**config.mk**
```make
export PLATFORM = sky130hd
export DESIGN_NAME = rcf_top
export DESIGN_NICKNAME = d
export VERILOG_FILES = /design/src/core/rcf_pkg.sv /design/src/core/rcf_top.sv /design/src/core/rcf_sync.sv
export SDC_FILE = /design/constraint.sdc
export NUM_CORES = 1
export LEC_CHECK = 0
export BUFFER_PORTS_ARGS = -buffer_cell sky130_fd_sc_hd__buf_2
export CORE_MARGIN = 3
export CORE_UTILIZATION = 51
export DETAILED_ROUTE_END_ITERATION = 6
export PLACE_DENSITY = 0.8
export SETUP_SLACK_MARGIN = 0.05
export SYNTH_ARGS = -nofsm -noshare
export SYNTH_HDL_FRONTEND = slang
export SYNTH_SLANG_ARGS = --single-unit
```
**constraint.sdc**
```tcl
create_clock -name mclk -period 2.9 [get_ports mclk]
set_clock_uncertainty 0.15 [all_clocks]
set_input_delay 0.58 -clock mclk [delete_from_list [all_inputs] [get_ports mclk]]
set_output_delay 0.58 -clock mclk [all_outputs]
set_load 0.02 [all_outputs]
```
**src/core/rcf_pkg.sv**
```systemverilog
package rcf_pkg;
  localparam int          ADDR_W        = 12;
  localparam logic [11:0] IDX_BORCTL    = 12'h18d;
  localparam logic [11:0] IDX_CAUSE     = 12'h18e;
  localparam logic [11:0] IDX_MEMORY_VIOLATION_FLAG      = 12'h18f;
  localparam logic [11:0] IDX_IRQ_STAT  = 12'h190;
  localparam logic [11:0] IDX_IRQ_MASK  = 12'h191;
  localparam int          BIT_BRDY      = 0;
  localparam int          BIT_SW_BROWNOUT_ENABLE    = 7;
  localparam int          BIT_STACK_OVERFLOW_FLAG    = 7;
  localparam int          BIT_STACK_UNDERFLOW_FLAG    = 6;
  localparam int          BIT_EVMEMV    = 5;
  localparam int          BIT_WDT       = 4;
  localparam int          BIT_PIN       = 3;
  localparam int          BIT_RI        = 2;
  localparam int          BIT_POR       = 1;
  localparam int          BIT_BOR       = 0;
  localparam int          BIT_MEMORY_VIOLATION_FLAG      = 1;
  localparam logic [7:0]  CAUSE_MASK    = 8'hdf;
  localparam logic [7:0]  CAUSE_RST     = 8'h1d;
  localparam logic        MEMORY_VIOLATION_FLAG_RST      = 1'b1;
  localparam logic        SW_BROWNOUT_ENABLE_RST    = 1'b1;
  localparam logic [7:0]  IRQ_MASK_RST  = 8'h00;
  localparam logic [1:0]  RESP_OKAY     = 2'b00;
  localparam logic [1:0]  RESP_SLVERR   = 2'b10;
endpackage

```
**src/core/rcf_top.sv**
```systemverilog
// Added by the designer: the AXI4-Lite register port.
module rcf_top
  import rcf_pkg::*;
(
  input  wire logic                 mclk,
  input  wire logic                 reset,
  input  wire logic [rcf_pkg::ADDR_W+1:0] s_axi_awaddr,
  input  wire logic                 s_axi_awvalid,
  output logic                      s_axi_awready,
  input  wire logic [31:0]          s_axi_wdata,
  input  wire logic [3:0]           s_axi_wstrb,
  input  wire logic                 s_axi_wvalid,
  output logic                      s_axi_wready,
  output logic [1:0]                s_axi_bresp,
  output logic                      s_axi_bvalid,
  input  wire logic                 s_axi_bready,
  input  wire logic [rcf_pkg::ADDR_W+1:0] s_axi_araddr,
  input  wire logic                 s_axi_arvalid,
  output logic                      s_axi_arready,
  output logic [31:0]               s_axi_rdata,
  output logic [1:0]                s_axi_rresp,
  output logic                      s_axi_rvalid,
  input  wire logic                 s_axi_rready,
  input  wire logic                 por_event,
  input  wire logic                 bor_event,
  input  wire logic                 watchdog_event,
  input  wire logic                 master_clear_pin_event,
  input  wire logic                 reset_instr_event,
  input  wire logic                 stack_ovf_event,
  input  wire logic                 stack_unf_event,
  input  wire logic                 memory_violation_flag_event,
  input  wire logic                 brownout_armed,
  output logic                      sw_brownout_enable,
  output logic                      irq
);
  import rcf_pkg::*;

  logic [8:0]        sync_lvl;
  logic [8:0]        sync_prev;
  logic [7:0]        ev;
  logic              power_ev;
  logic              brownout_ready;
  logic [7:0]        cause;
  logic              memory_violation_flag;
  logic [7:0]        irq_stat;
  logic [7:0]        irq_mask;
  logic              aw_full;
  logic              w_full;
  logic [ADDR_W-1:0] aw_idx;
  logic [7:0]        wbyte;
  logic              wlane;
  logic [7:0]        next_cause;
  logic              next_memory_violation_flag;
  logic              next_sw_brownout_enable;
  logic [7:0]        next_irq_stat;
  logic [7:0]        next_irq_mask;
  logic              next_irq;
  logic              next_brdy;
  logic              next_aw_full;
  logic              next_w_full;
  logic [ADDR_W-1:0] next_aw_idx;
  logic [7:0]        next_wbyte;
  logic              next_wlane;
  logic              next_bvalid;
  logic [1:0]        next_bresp;
  logic              next_awready;
  logic              next_wready;
  logic              next_arready;
  logic              next_rvalid;
  logic [31:0]       next_rdata;
  logic [1:0]        next_rresp;
  logic              wr_go;

  rcf_sync #(
    .WIDTH (9)
  ) u_sync (
    .mclk     (mclk),
    .reset    (reset),
    .async_in ({brownout_armed, stack_ovf_event, stack_unf_event, memory_violation_flag_event,
                watchdog_event, master_clear_pin_event, reset_instr_event,
                por_event, bor_event}),
    .sync_out (sync_lvl)
  );

  always_ff @(posedge mclk) begin
    if (reset) begin
      sync_prev <= 9'h000;
    end else begin
      sync_prev <= sync_lvl;
    end
  end

  // Rising edge of each synced cause, laid out like the cause register
  assign ev       = sync_lvl[7:0] & ~sync_prev[7:0];
  assign power_ev = ev[BIT_POR] | ev[BIT_BOR];

  function automatic logic is_mapped(input logic [ADDR_W-1:0] idx);
    if (idx == IDX_BORCTL) begin
      return 1'b1;
    end else if (idx == IDX_CAUSE || idx == IDX_MEMORY_VIOLATION_FLAG) begin
      return 1'b1;
    end else if (idx == IDX_IRQ_STAT || idx == IDX_IRQ_MASK) begin
      return 1'b1;
    end else begin
      return 1'b0;
    end
  endfunction

  // Register readback, reserved bits read zero
  function automatic logic [7:0] read_reg(input logic [ADDR_W-1:0] idx);
    if (idx == IDX_BORCTL) begin
      return {sw_brownout_enable, 6'h00, brownout_ready};
    end else if (idx == IDX_CAUSE) begin
      return cause & CAUSE_MASK;
    end else if (idx == IDX_MEMORY_VIOLATION_FLAG) begin
      return {6'h00, memory_violation_flag, 1'b0};
    end else if (idx == IDX_IRQ_STAT) begin
      return irq_stat;
    end else if (idx == IDX_IRQ_MASK) begin
      return irq_mask;
    end else begin
      return 8'h00;
    end
  endfunction

  // Bus slave
  assign wr_go = aw_full && w_full && !s_axi_bvalid;

  always_comb begin
    next_aw_full = aw_full;
    next_w_full  = w_full;
    next_aw_idx  = aw_idx;
    next_wbyte   = wbyte;
    next_wlane   = wlane;
    next_bvalid  = s_axi_bvalid;
    next_bresp   = s_axi_bresp;
    next_rvalid  = s_axi_rvalid;
    next_rdata   = s_axi_rdata;
    next_rresp   = s_axi_rresp;
    if (s_axi_awvalid && s_axi_awready) begin
      next_aw_full = 1'b1;
      next_aw_idx  = s_axi_awaddr[ADDR_W+1:2];
    end
    if (s_axi_wvalid && s_axi_wready) begin
      next_w_full = 1'b1;
      next_wbyte  = s_axi_wdata[7:0];
      next_wlane  = s_axi_wstrb[0];
    end
    if (wr_go) begin
      next_aw_full = 1'b0;
      next_w_full  = 1'b0;
      next_bvalid  = 1'b1;
      next_bresp   = is_mapped(aw_idx) ? RESP_OKAY : RESP_SLVERR;
    end else if (s_axi_bvalid && s_axi_bready) begin
      next_bvalid = 1'b0;
    end
    if (s_axi_arvalid && s_axi_arready) begin
      next_rvalid = 1'b1;
      next_rdata  = {24'h000000, read_reg(s_axi_araddr[ADDR_W+1:2])};
      next_rresp  = is_mapped(s_axi_araddr[ADDR_W+1:2]) ? RESP_OKAY : RESP_SLVERR;
    end else if (s_axi_rvalid && s_axi_rready) begin
      next_rvalid = 1'b0;
    end
    next_awready = !next_aw_full && !next_bvalid;
    next_wready  = !next_w_full && !next_bvalid;
    next_arready = !next_rvalid;
  end

  always_ff @(posedge mclk) begin
    if (reset) begin
      aw_full       <= 1'b0;
      w_full        <= 1'b0;
      aw_idx        <= '0;
      wbyte         <= 8'h00;
      wlane         <= 1'b0;
      s_axi_bvalid  <= 1'b0;
      s_axi_bresp   <= RESP_OKAY;
      s_axi_rvalid  <= 1'b0;
      s_axi_rdata   <= 32'h00000000;
      s_axi_rresp   <= RESP_OKAY;
      s_axi_awready <= 1'b0;
      s_axi_wready  <= 1'b0;
      s_axi_arready <= 1'b0;
    end else begin
      aw_full       <= next_aw_full;
      w_full        <= next_w_full;
      aw_idx        <= next_aw_idx;
      wbyte         <= next_wbyte;
      wlane         <= next_wlane;
      s_axi_bvalid  <= next_bvalid;
      s_axi_bresp   <= next_bresp;
      s_axi_rvalid  <= next_rvalid;
      s_axi_rdata   <= next_rdata;
      s_axi_rresp   <= next_rresp;
      s_axi_awready <= next_awready;
      s_axi_wready  <= next_wready;
      s_axi_arready <= next_arready;
    end
  end

  // Flag bank: firmware first, hardware causes override
  always_comb begin
    next_cause    = cause;
    next_memory_violation_flag     = memory_violation_flag;
    next_sw_brownout_enable   = sw_brownout_enable;
    next_irq_mask = irq_mask;
    next_irq_stat = irq_stat | ev;
    next_brdy     = sync_lvl[8];
    if (wr_go && wlane) begin
      if (aw_idx == IDX_BORCTL) begin
        next_sw_brownout_enable = wbyte[BIT_SW_BROWNOUT_ENABLE];
      end else if (aw_idx == IDX_CAUSE) begin
        next_cause = wbyte & CAUSE_MASK;
      end else if (aw_idx == IDX_MEMORY_VIOLATION_FLAG) begin
        next_memory_violation_flag = wbyte[BIT_MEMORY_VIOLATION_FLAG];
      end else if (aw_idx == IDX_IRQ_STAT) begin
        next_irq_stat = (irq_stat & ~wbyte) | ev;
      end else if (aw_idx == IDX_IRQ_MASK) begin
        next_irq_mask = wbyte;
      end
    end
    if (power_ev) begin
      next_cause[BIT_STACK_OVERFLOW_FLAG] = 1'b0;
      next_cause[BIT_STACK_UNDERFLOW_FLAG] = 1'b0;
      next_cause[BIT_WDT]    = 1'b1;
      next_cause[BIT_PIN]    = 1'b1;
      next_cause[BIT_RI]     = 1'b1;
      next_memory_violation_flag              = 1'b1;
      next_sw_brownout_enable            = SW_BROWNOUT_ENABLE_RST;
      if (ev[BIT_POR]) begin
        next_cause[BIT_POR] = 1'b0;
        next_cause[BIT_BOR] = 1'b1;
      end
      if (ev[BIT_BOR]) begin
        next_cause[BIT_BOR] = 1'b0;
      end
    end else begin
      // Only the firing cause moves
      if (ev[BIT_STACK_OVERFLOW_FLAG]) begin
        next_cause[BIT_STACK_OVERFLOW_FLAG] = 1'b1;
      end
      if (ev[BIT_STACK_UNDERFLOW_FLAG]) begin
        next_cause[BIT_STACK_UNDERFLOW_FLAG] = 1'b1;
      end
      if (ev[BIT_WDT]) begin
        next_cause[BIT_WDT] = 1'b0;
      end
      if (ev[BIT_PIN]) begin
        next_cause[BIT_PIN] = 1'b0;
      end
      if (ev[BIT_RI]) begin
        next_cause[BIT_RI] = 1'b0;
      end
      if (ev[BIT_EVMEMV]) begin
        next_memory_violation_flag = 1'b0;
      end
    end
    next_irq = |(next_irq_stat & next_irq_mask);
  end

  always_ff @(posedge mclk) begin
    if (reset) begin
      cause                 <= CAUSE_RST;
      memory_violation_flag <= MEMORY_VIOLATION_FLAG_RST;
      sw_brownout_enable    <= SW_BROWNOUT_ENABLE_RST;
      irq_stat              <= 8'h00;
      irq_mask              <= IRQ_MASK_RST;
      brownout_ready        <= 1'b0;
      irq                   <= 1'b0;
    end else begin
      cause                 <= next_cause;
      memory_violation_flag <= next_memory_violation_flag;
      sw_brownout_enable    <= next_sw_brownout_enable;
      irq_stat              <= next_irq_stat;
      irq_mask              <= next_irq_mask;
      brownout_ready        <= next_brdy;
      irq                   <= next_irq;
    end
  end
endmodule

```
**src/core/rcf_sync.sv**
```systemverilog
module rcf_sync #(
  parameter int WIDTH = 9
) (
  input  wire logic             mclk,
  input  wire logic             reset,
  input  wire logic [WIDTH-1:0] async_in,
  output logic      [WIDTH-1:0] sync_out
);
  logic [WIDTH-1:0] stage1;

  // Two flops per bit, first stage read by second only
  genvar i;
  for (i = 0; i < WIDTH; i++) begin : g_bit
    always_ff @(posedge mclk) begin
      if (reset) begin
        stage1[i]   <= 1'b0;
        sync_out[i] <= 1'b0;
      end else begin
        stage1[i]   <= async_in[i];
        sync_out[i] <= stage1[i];
      end
    end
  end
endmodule

```
==> summary.txt, run 1 <==
Outcome
  • Status: complete, no violations

Synthesis
  • Syn. warnings: 0
  • Synth Cell Area: 3900 µm²
  • Sequential area share after synthesis: 0.467
  • Synth unique cells: 54
  • Syn Area/Cell: 8.98 µm²
  • Post-synth EDFFs: 0
  • Synth Flop Type: dfxtp_1
  • Synthesized instance count: 435
  • Seq cells post-synth: 91
  • Async S/R FF share, synth: 0

Critical path
  • Critical Path Max Stage Delay: 0.59 ns
  • Crit path max-delay family: simple AND/OR/NAND/NOR gates
  • CP max stage cell: or4b_4
  • Worst Setup End Kind: flip-flop
  • Setup CP Type: in2reg
  • CP Cell Sequence: buf_2, or4b_4, nor4_4, buf_4, a22oi_1, o21ai_0, o31a_2
  • Setup slack, reg-to-reg: 0.78 ns
  • Critical path arrival: 2.35 ns
  • Crit start category: input port
  • Worst path buffer plus inverter count: 2
  • CP Data Required Time: 3.06 ns
  • Critical path peak fanout: 13

Place
  • Dpl cell area: 4230 µm²
  • Detailed Place HPWL: 5890 µm
  • Routability Congestion: 0.818
  • Post-Place Setup Slack: 0.374 ns
  • I/O Buffers: 65

Timing
  • Final hold violation count: 0
  • Fin crit share: 0.757
  • Minimum clock period after layout: 2.20 ns
  • Rel. slew slack: 0.581
  • Setup TNS: 0 ns
  • RSZ-0062 raised after global routing: no
  • F_max: 0.455 GHz
  • Worst-Margin Slew: 0.628 ns
  • Setup-violating endpoint count in the final report: 0
  • Final slew viol count: 0
  • Setup WS post-layout: 0.704 ns

Drt
  • Wire per inst: 13.6 µm
  • Initial detailed-routing violation count: 245
  • Antenna Nets Post-Route: 0
  • Total number of vias: 3132
  • Drt drc: 0
  • DR vias/cell: 5.19
  • Routed Wire Length: 8190 µm
  • Pre-Repair DR Iteration Count: 4

Clock network
  • Register clock-pin slew on the reported worst setup and hold paths: 0.09 ns
  • H-tree levels: 3
  • Inserted Clock Buffers: 9
  • Clk sink count: 91
  • Post-cts resize count: 0
  • Worst skew pair latency: 0.35 ns
  • Hold-fix buffers, CTS: 0
  • Worst-case clock buffer depth: 2
  • CTS tree: built
  • Post-CTS Setup Inserts: 0
  • Clock root buffer: clkbuf_8

Die
  • Die Wd: 93.5 µm
  • I/O pin cnt: 123
  • Area of the core: 7330 µm²
  • Die H: 93.5 µm
  • Die area: 8740 µm²
  • Initial core utilization: 0.533
  • Site Rows: 31

GRT
  • Pin count of the biggest net entering global routing: 34
  • Total GRT Usage: 0.200
  • Global-route wire length before repair: 13700 µm
  • Vias in the first global route: 2954
  • Initial antenna violation count: 0
  • Gr ovfl total: 0

Cells and area
  • Util after Layout: 0.602
  • Final #Nets: 580
  • Share of layout cells above drive strength 1: 0.212
  • Area growth syn-to-layout: 12.9%
  • # diodes: 0
  • Fin area: 4410 µm²

Min path
  • Hold Path Class: in2reg

Pwr
  • Pwr/cell area: 524 nW/µm²
  • Peak supply drop: 0.285 mV
  • Leak pwr: 1.88 nW

Flow run
  • Max-cap violations: 0
[cell type report]
class                           instances  area [µm²]
Tap cell                               99         124
Inverter                               10        37.5
Multi-Input combinational cell        315        1870
Timing Repair Buffer                   73         385
Fill cell                             642        2920
Clock inverter                          7        52.6
Sequential cell                        91        1820
Clock buffer                            9         124
[final timing paths]
path,startpoint,endpoint,depth (start not counted)
setup / recovery,s_axi_araddr[12],s_axi_rdata[0]$_SDFFE_PP0P_,7
hold / removal,memory_violation_flag_event,u_sync.stage1[5]$_SDFF_PP0_,2
setup reg to reg,aw_idx[1]$_SDFFE_PP0P_,irq$_SDFF_PP0_,6
hold reg to reg,u_sync.stage1[4]$_SDFF_PP0_,u_sync.sync_out[4]$_SDFF_PP0_,1
[per-layer routing]
layer  vias to the layer above  part of all wire  track usage
met3                        10             0.077       0.0418
met1                      1412              0.45        0.267
met4                         0             0.013       0.0659
met5                         -                 0            0
met2                       117              0.46        0.321
li1                       1593                 -            -
[logic make-up (layout without fill, tap and decap cells)]
| family | after synthesis | in the layout | synth area share |
|---|---|---|---|
| simple gates | 171 | 171 | 0.245 |
| compound gates | 101 | 101 | 0.164 |
| buf+inv | 54 | 99 | 0.0798 |
| mux | 17 | 17 | 0.0439 |
| other cells | 1 | 26 | 0.000960 |
| flops | 91 | 91 | 0.467 |
[metrics by stage]
stage | hold WS (ns) | cells | power [W]
6_report | 0.279 | 604 | 0.00231
5_1_grt | 0.272 | 604 | 0.00242
4_1_cts | 0.268 | 604 | 0.00233
3_5_place_dp | 0.273 | 588 | 0.00157
3_3_place_gp | 0.268 | 588 | 0.00157
2_1_floorplan | 0.264 | 460 | 0.00153
[worst register-to-register path: stages (launching register included)]
cell and delay, ns:
dfxtp_1 0.39, nor4b_4 0.35, nand4_1 0.13, buf_4 0.21, o21ai_0 0.21, o22ai_1 0.11
o41a_1 0.45
[cells in the mapped netlist, types with 3 or more instances]
master / number / area share
nor2_1: 13 / 0.012
nor4_1: 3 / 0.0048
nor2b_1: 35 / 0.056
nand3_1: 12 / 0.015
a22oi_1: 6 / 0.012
o22a_1: 6 / 0.013
and3_1: 4 / 0.0064
a22o_2: 4 / 0.010
inv_1: 9 / 0.0087
nor3_1: 6 / 0.0077
nand2_1: 64 / 0.062
buf_4: 26 / 0.050
o21ai_0: 23 / 0.029
o2bb2ai_1: 4 / 0.0090
a21oi_1: 39 / 0.050
clkbuf_1: 13 / 0.012
o22ai_1: 4 / 0.0064
dfxtp_1: 91 / 0.47
mux2i_1: 16 / 0.041
nand2b_1: 12 / 0.019
buf_2: 3 / 0.0038
[flip-flops by register name, summed over array words and instances, names as in the netlist, 7 cells and up]
| name | count |
|---|---|
| irq_mask | 8 |
| u_sync.stage1 | 9 |
| wbyte | 8 |
| s_axi_rdata | 8 |
| irq_stat | 8 |
| aw_idx | 12 |
| sync_prev | 8 |
| cause | 7 |
| u_sync.sync_out | 9 |
[report_power, final]
part | total (W) | internal (W) | switching, W
combinational | 0.000214 | 0.0000796 | 0.000135
clock | 0.000766 | 0.000314 | 0.000452
sequential | 0.00133 | 0.00130 | 0.0000342
[cells in the final DEF, fill, tap and decap left out, types with 6 or more instances in the layout]
cell type / synthesis / layout
dfxtp_1: 91 / 91
nand3_1: 12 / 12
nor2_1: 13 / 13
o22a_1: 6 / 6
nand2_1: 64 / 64
inv_1: 9 / 9
nand2b_1: 12 / 12
buf_4: 26 / 8
nor3_1: 6 / 6
buf_2: 3 / 65
nor2b_1: 35 / 35
a21oi_1: 39 / 39
o21ai_0: 23 / 23
clkbuf_8: 0 / 9
mux2i_1: 16 / 16
conb_1: 1 / 26
a22oi_1: 6 / 6
Power figures use the tool's default switching activity.
==> run 2: changes to the inputs <==
--- a/config.mk
+++ b/config.mk
@@ -7,9 +7,9 @@
 export LEC_CHECK = 0
 export BUFFER_PORTS_ARGS = -buffer_cell sky130_fd_sc_hd__buf_2
 export CORE_MARGIN = 3
-export CORE_UTILIZATION = 51
+export CORE_UTILIZATION = 46
 export DETAILED_ROUTE_END_ITERATION = 6
-export PLACE_DENSITY = 0.8
+export PLACE_DENSITY = 0.76
 export SETUP_SLACK_MARGIN = 0.05
 export SYNTH_ARGS = -nofsm -noshare
 export SYNTH_HDL_FRONTEND = slang
==> constraint.sdc (replaced) <==
create_clock -name mclk -period 2 [get_ports mclk]
set_clock_uncertainty 0.15 [all_clocks]
set_input_delay 0.4 -clock mclk [delete_from_list [all_inputs] [get_ports mclk]]
set_output_delay 0.4 -clock mclk [all_outputs]
set_load 0.02 [all_outputs]
==> summary.txt, run 2 (synthesized netlist as in run 1, its figures left out) <==
Place
  • I/O Buffers: 65 (unchanged)
  • Detailed Place HPWL: 6310 µm (was 5890 µm)
  • Routability Congestion: 0.861 (was 0.818)
  • DP Cell Count: 610 (was 588)
  • Dpl cell area: 4390 µm² (was 4230 µm²)

Timing
  • Fin crit share: 0.988
  • Worst-Margin Slew: 0.658 ns (was 0.628 ns)
  • Final slew viol count: 0 (unchanged)
  • RSZ-0062 raised after global routing: yes (was no)
  • Setup-violating endpoint count in the final report: 0 (unchanged)
  • Rel. slew slack: 0.561 (was 0.581)
  • Final hold violation count: 0 (unchanged)
  • Minimum clock period after layout: 1.98 ns
  • F_max: 0.506 GHz
  • Final hold slack: 0.0951 ns (was 0.279 ns)

GRT
  • Initial antenna violation count: 0 (unchanged)
  • Global-route wire length before repair: 14300 µm (was 13700 µm)
  • GR Util met3: 0.0429 (was 0.0418)
  • GR Util met2: 0.287 (was 0.321)
  • Total GRT Usage: 0.181 (was 0.200)
  • Gr ovfl total: 0 (unchanged)
  • Vias in the first global route: 3062 (was 2954)
  • Pin count of the biggest net entering global routing: 35 (was 34)
  • Met1 Track Usage GR: 0.247 (was 0.267)
  • Global route hottest layer: met2 (unchanged)

Clock network
  • Worst-case clock buffer depth: 2 (unchanged)
  • Clock root buffer: clkbuf_8 (unchanged)
  • Worst skew pair latency: 0.36 ns (was 0.35 ns)
  • Clk sink count: 91 (unchanged)
  • Register clock-pin slew on the reported worst setup and hold paths: 0.09 ns (about the same)
  • H-tree levels: 3 (unchanged)
  • Inserted Clock Buffers: 9 (unchanged)
  • CTS tree: built (unchanged)

Drt
  • Pre-Repair DR Iteration Count: 4 (unchanged)
  • Initial detailed-routing violation count: 269 (was 245)
  • Wire per inst: 13.8 µm (was 13.6 µm)
  • Antenna Nets Post-Route: 0 (unchanged)
  • Total number of vias: 3235 (was 3132)
  • Drt drc: 0 (unchanged)
  • DR vias/cell: 5.14 (was 5.19)
  • Routed Wire Length: 8700 µm (was 8190 µm)

Critical path
  • CP Data Required Time: 2.10 ns (was 3.06 ns)
  • Critical path peak fanout: 10 (was 13)
  • Worst Setup End Kind: flip-flop (unchanged)
  • Reg2Reg Depth: 6 (unchanged)
  • Critical path arrival: 2.08 ns (was 2.35 ns)
  • Crit start category: flip-flop (was input port)
  • Setup CP Type: reg2reg (was in2reg)
  • Setup slack, reg-to-reg: 0.02 ns (was 0.78 ns)

Die
  • Area of the core: 7970 µm² (was 7330 µm²)
  • Die H: 98.1 µm (was 93.5 µm)
  • Die area: 9630 µm² (was 8740 µm²)
  • Site Rows: 32 (was 31)
  • Initial core utilization: 0.490 (was 0.533)
  • I/O pin cnt: 123 (unchanged)
  • Die Wd: 98.1 µm (was 93.5 µm)

Pwr
  • Peak supply drop: 0.393 mV (was 0.285 mV)
  • Pwr/cell area: 826 nW/µm² (was 524 nW/µm²)
  • Leak pwr: 2.05 nW (was 1.88 nW)
  • Final Power: 0.00390 W (was 0.00231 W)

Outcome
  • Status: complete, no violations (unchanged)

Cells and area
  • Area growth syn-to-layout: 20.9% (was 12.9%)
  • Final Non-Filler Cells: 629 (was 604)
  • Most frequent cells in the layout: dfxtp_1, buf_2, nand2_1 (unchanged)
  • Commonest non-fill, non-tap cell in the layout: dfxtp_1 (unchanged)
  • Biggest register: aw_idx (unchanged)
  • # diodes: 0 (unchanged)
  • Util after Layout: 0.592 (was 0.602)
  • Max FFs per register: 12 (unchanged)
  • Final #Nets: 602 (was 580)
  • Fin area: 4720 µm² (was 4410 µm²)
  • Share of layout cells above drive strength 1: 0.256 (was 0.212)
  • Biggest regs: aw_idx (12), u_sync.stage1 (9), u_sync.sync_out (9) (unchanged)

Min path
  • Hold path cells: 2 (unchanged)
  • Hold Path Class: in2reg (unchanged)

Flow run
  • Max-cap violations: 0 (unchanged)
[run 2: layout make-up]
| cell class | instances | area [µm²] |
|---|---|---|
| clock inverters | 7 | 145 |
| flip-flops and latches | 91 | 1820 |
| fillers | 693 | 3250 |
| well taps | 102 | 128 |
| clock buffers | 9 | 124 |
| multi-input cells | 315 | 1890 |
| repair buffers | 95 | 571 |
| inverters | 10 | 37.5 |
[run 2: final timing paths]
path / start / end
min: por_event / u_sync.stage1[1]$_SDFF_PP0_
min reg2reg: u_sync.stage1[4]$_SDFF_PP0_ / u_sync.sync_out[4]$_SDFF_PP0_
max: aw_idx[1]$_SDFFE_PP0P_ / irq$_SDFF_PP0_
max reg2reg: aw_idx[1]$_SDFFE_PP0P_ / irq$_SDFF_PP0_
[run 2: critical path, cell delays in order (launching register included)]
cell and delay, ns:
dfxtp_2 0.34, nor4b_4 0.34, nand4_1 0.15, buf_6 0.18, mux2i_1 0.16, o22ai_1 0.11
o41a_1 0.44
[run 2: per-layer routing]
layer / wire, µm / share of wire
met1: 3920 / 0.45
met4: 95 / 0.011
met2: 3990 / 0.46
met3: 689 / 0.079
met5: 0 / 0
[run 2: metrics by stage]
step | setup WS [ns] | setup TNS [ns]
2_1_floorplan | -0.0618 | -0.105
3_3_place_gp | -0.228 | -1.52
3_5_place_dp | -0.256 | -1.63
4_1_cts | 0.00335 | 0
5_1_grt | -0.0428 | -0.0428
6_report | 0.0235 | 0
[run 2: power breakdown]
part / switching, W / total [W] / internal (W) / leakage, nW
clock network: 0.000667 / 0.00163 / 0.000965 / 0.130
registers: 0.0000514 / 0.00193 / 0.00188 / 0.744
logic: 0.000203 / 0.000333 / 0.000130 / 1.18
total: 0.000922 / 0.00390 / 0.00298 / 2.05
[run 2: what timing repair did]
item / in CTS / in global routing
hold buffers: 0 / 0
buffers inserted: 3 / 0
pin swaps: 2 / 2
cloned: 0 / 0
resized for setup: 2 / 11
endpoints found under the setup margin: 1 / 11
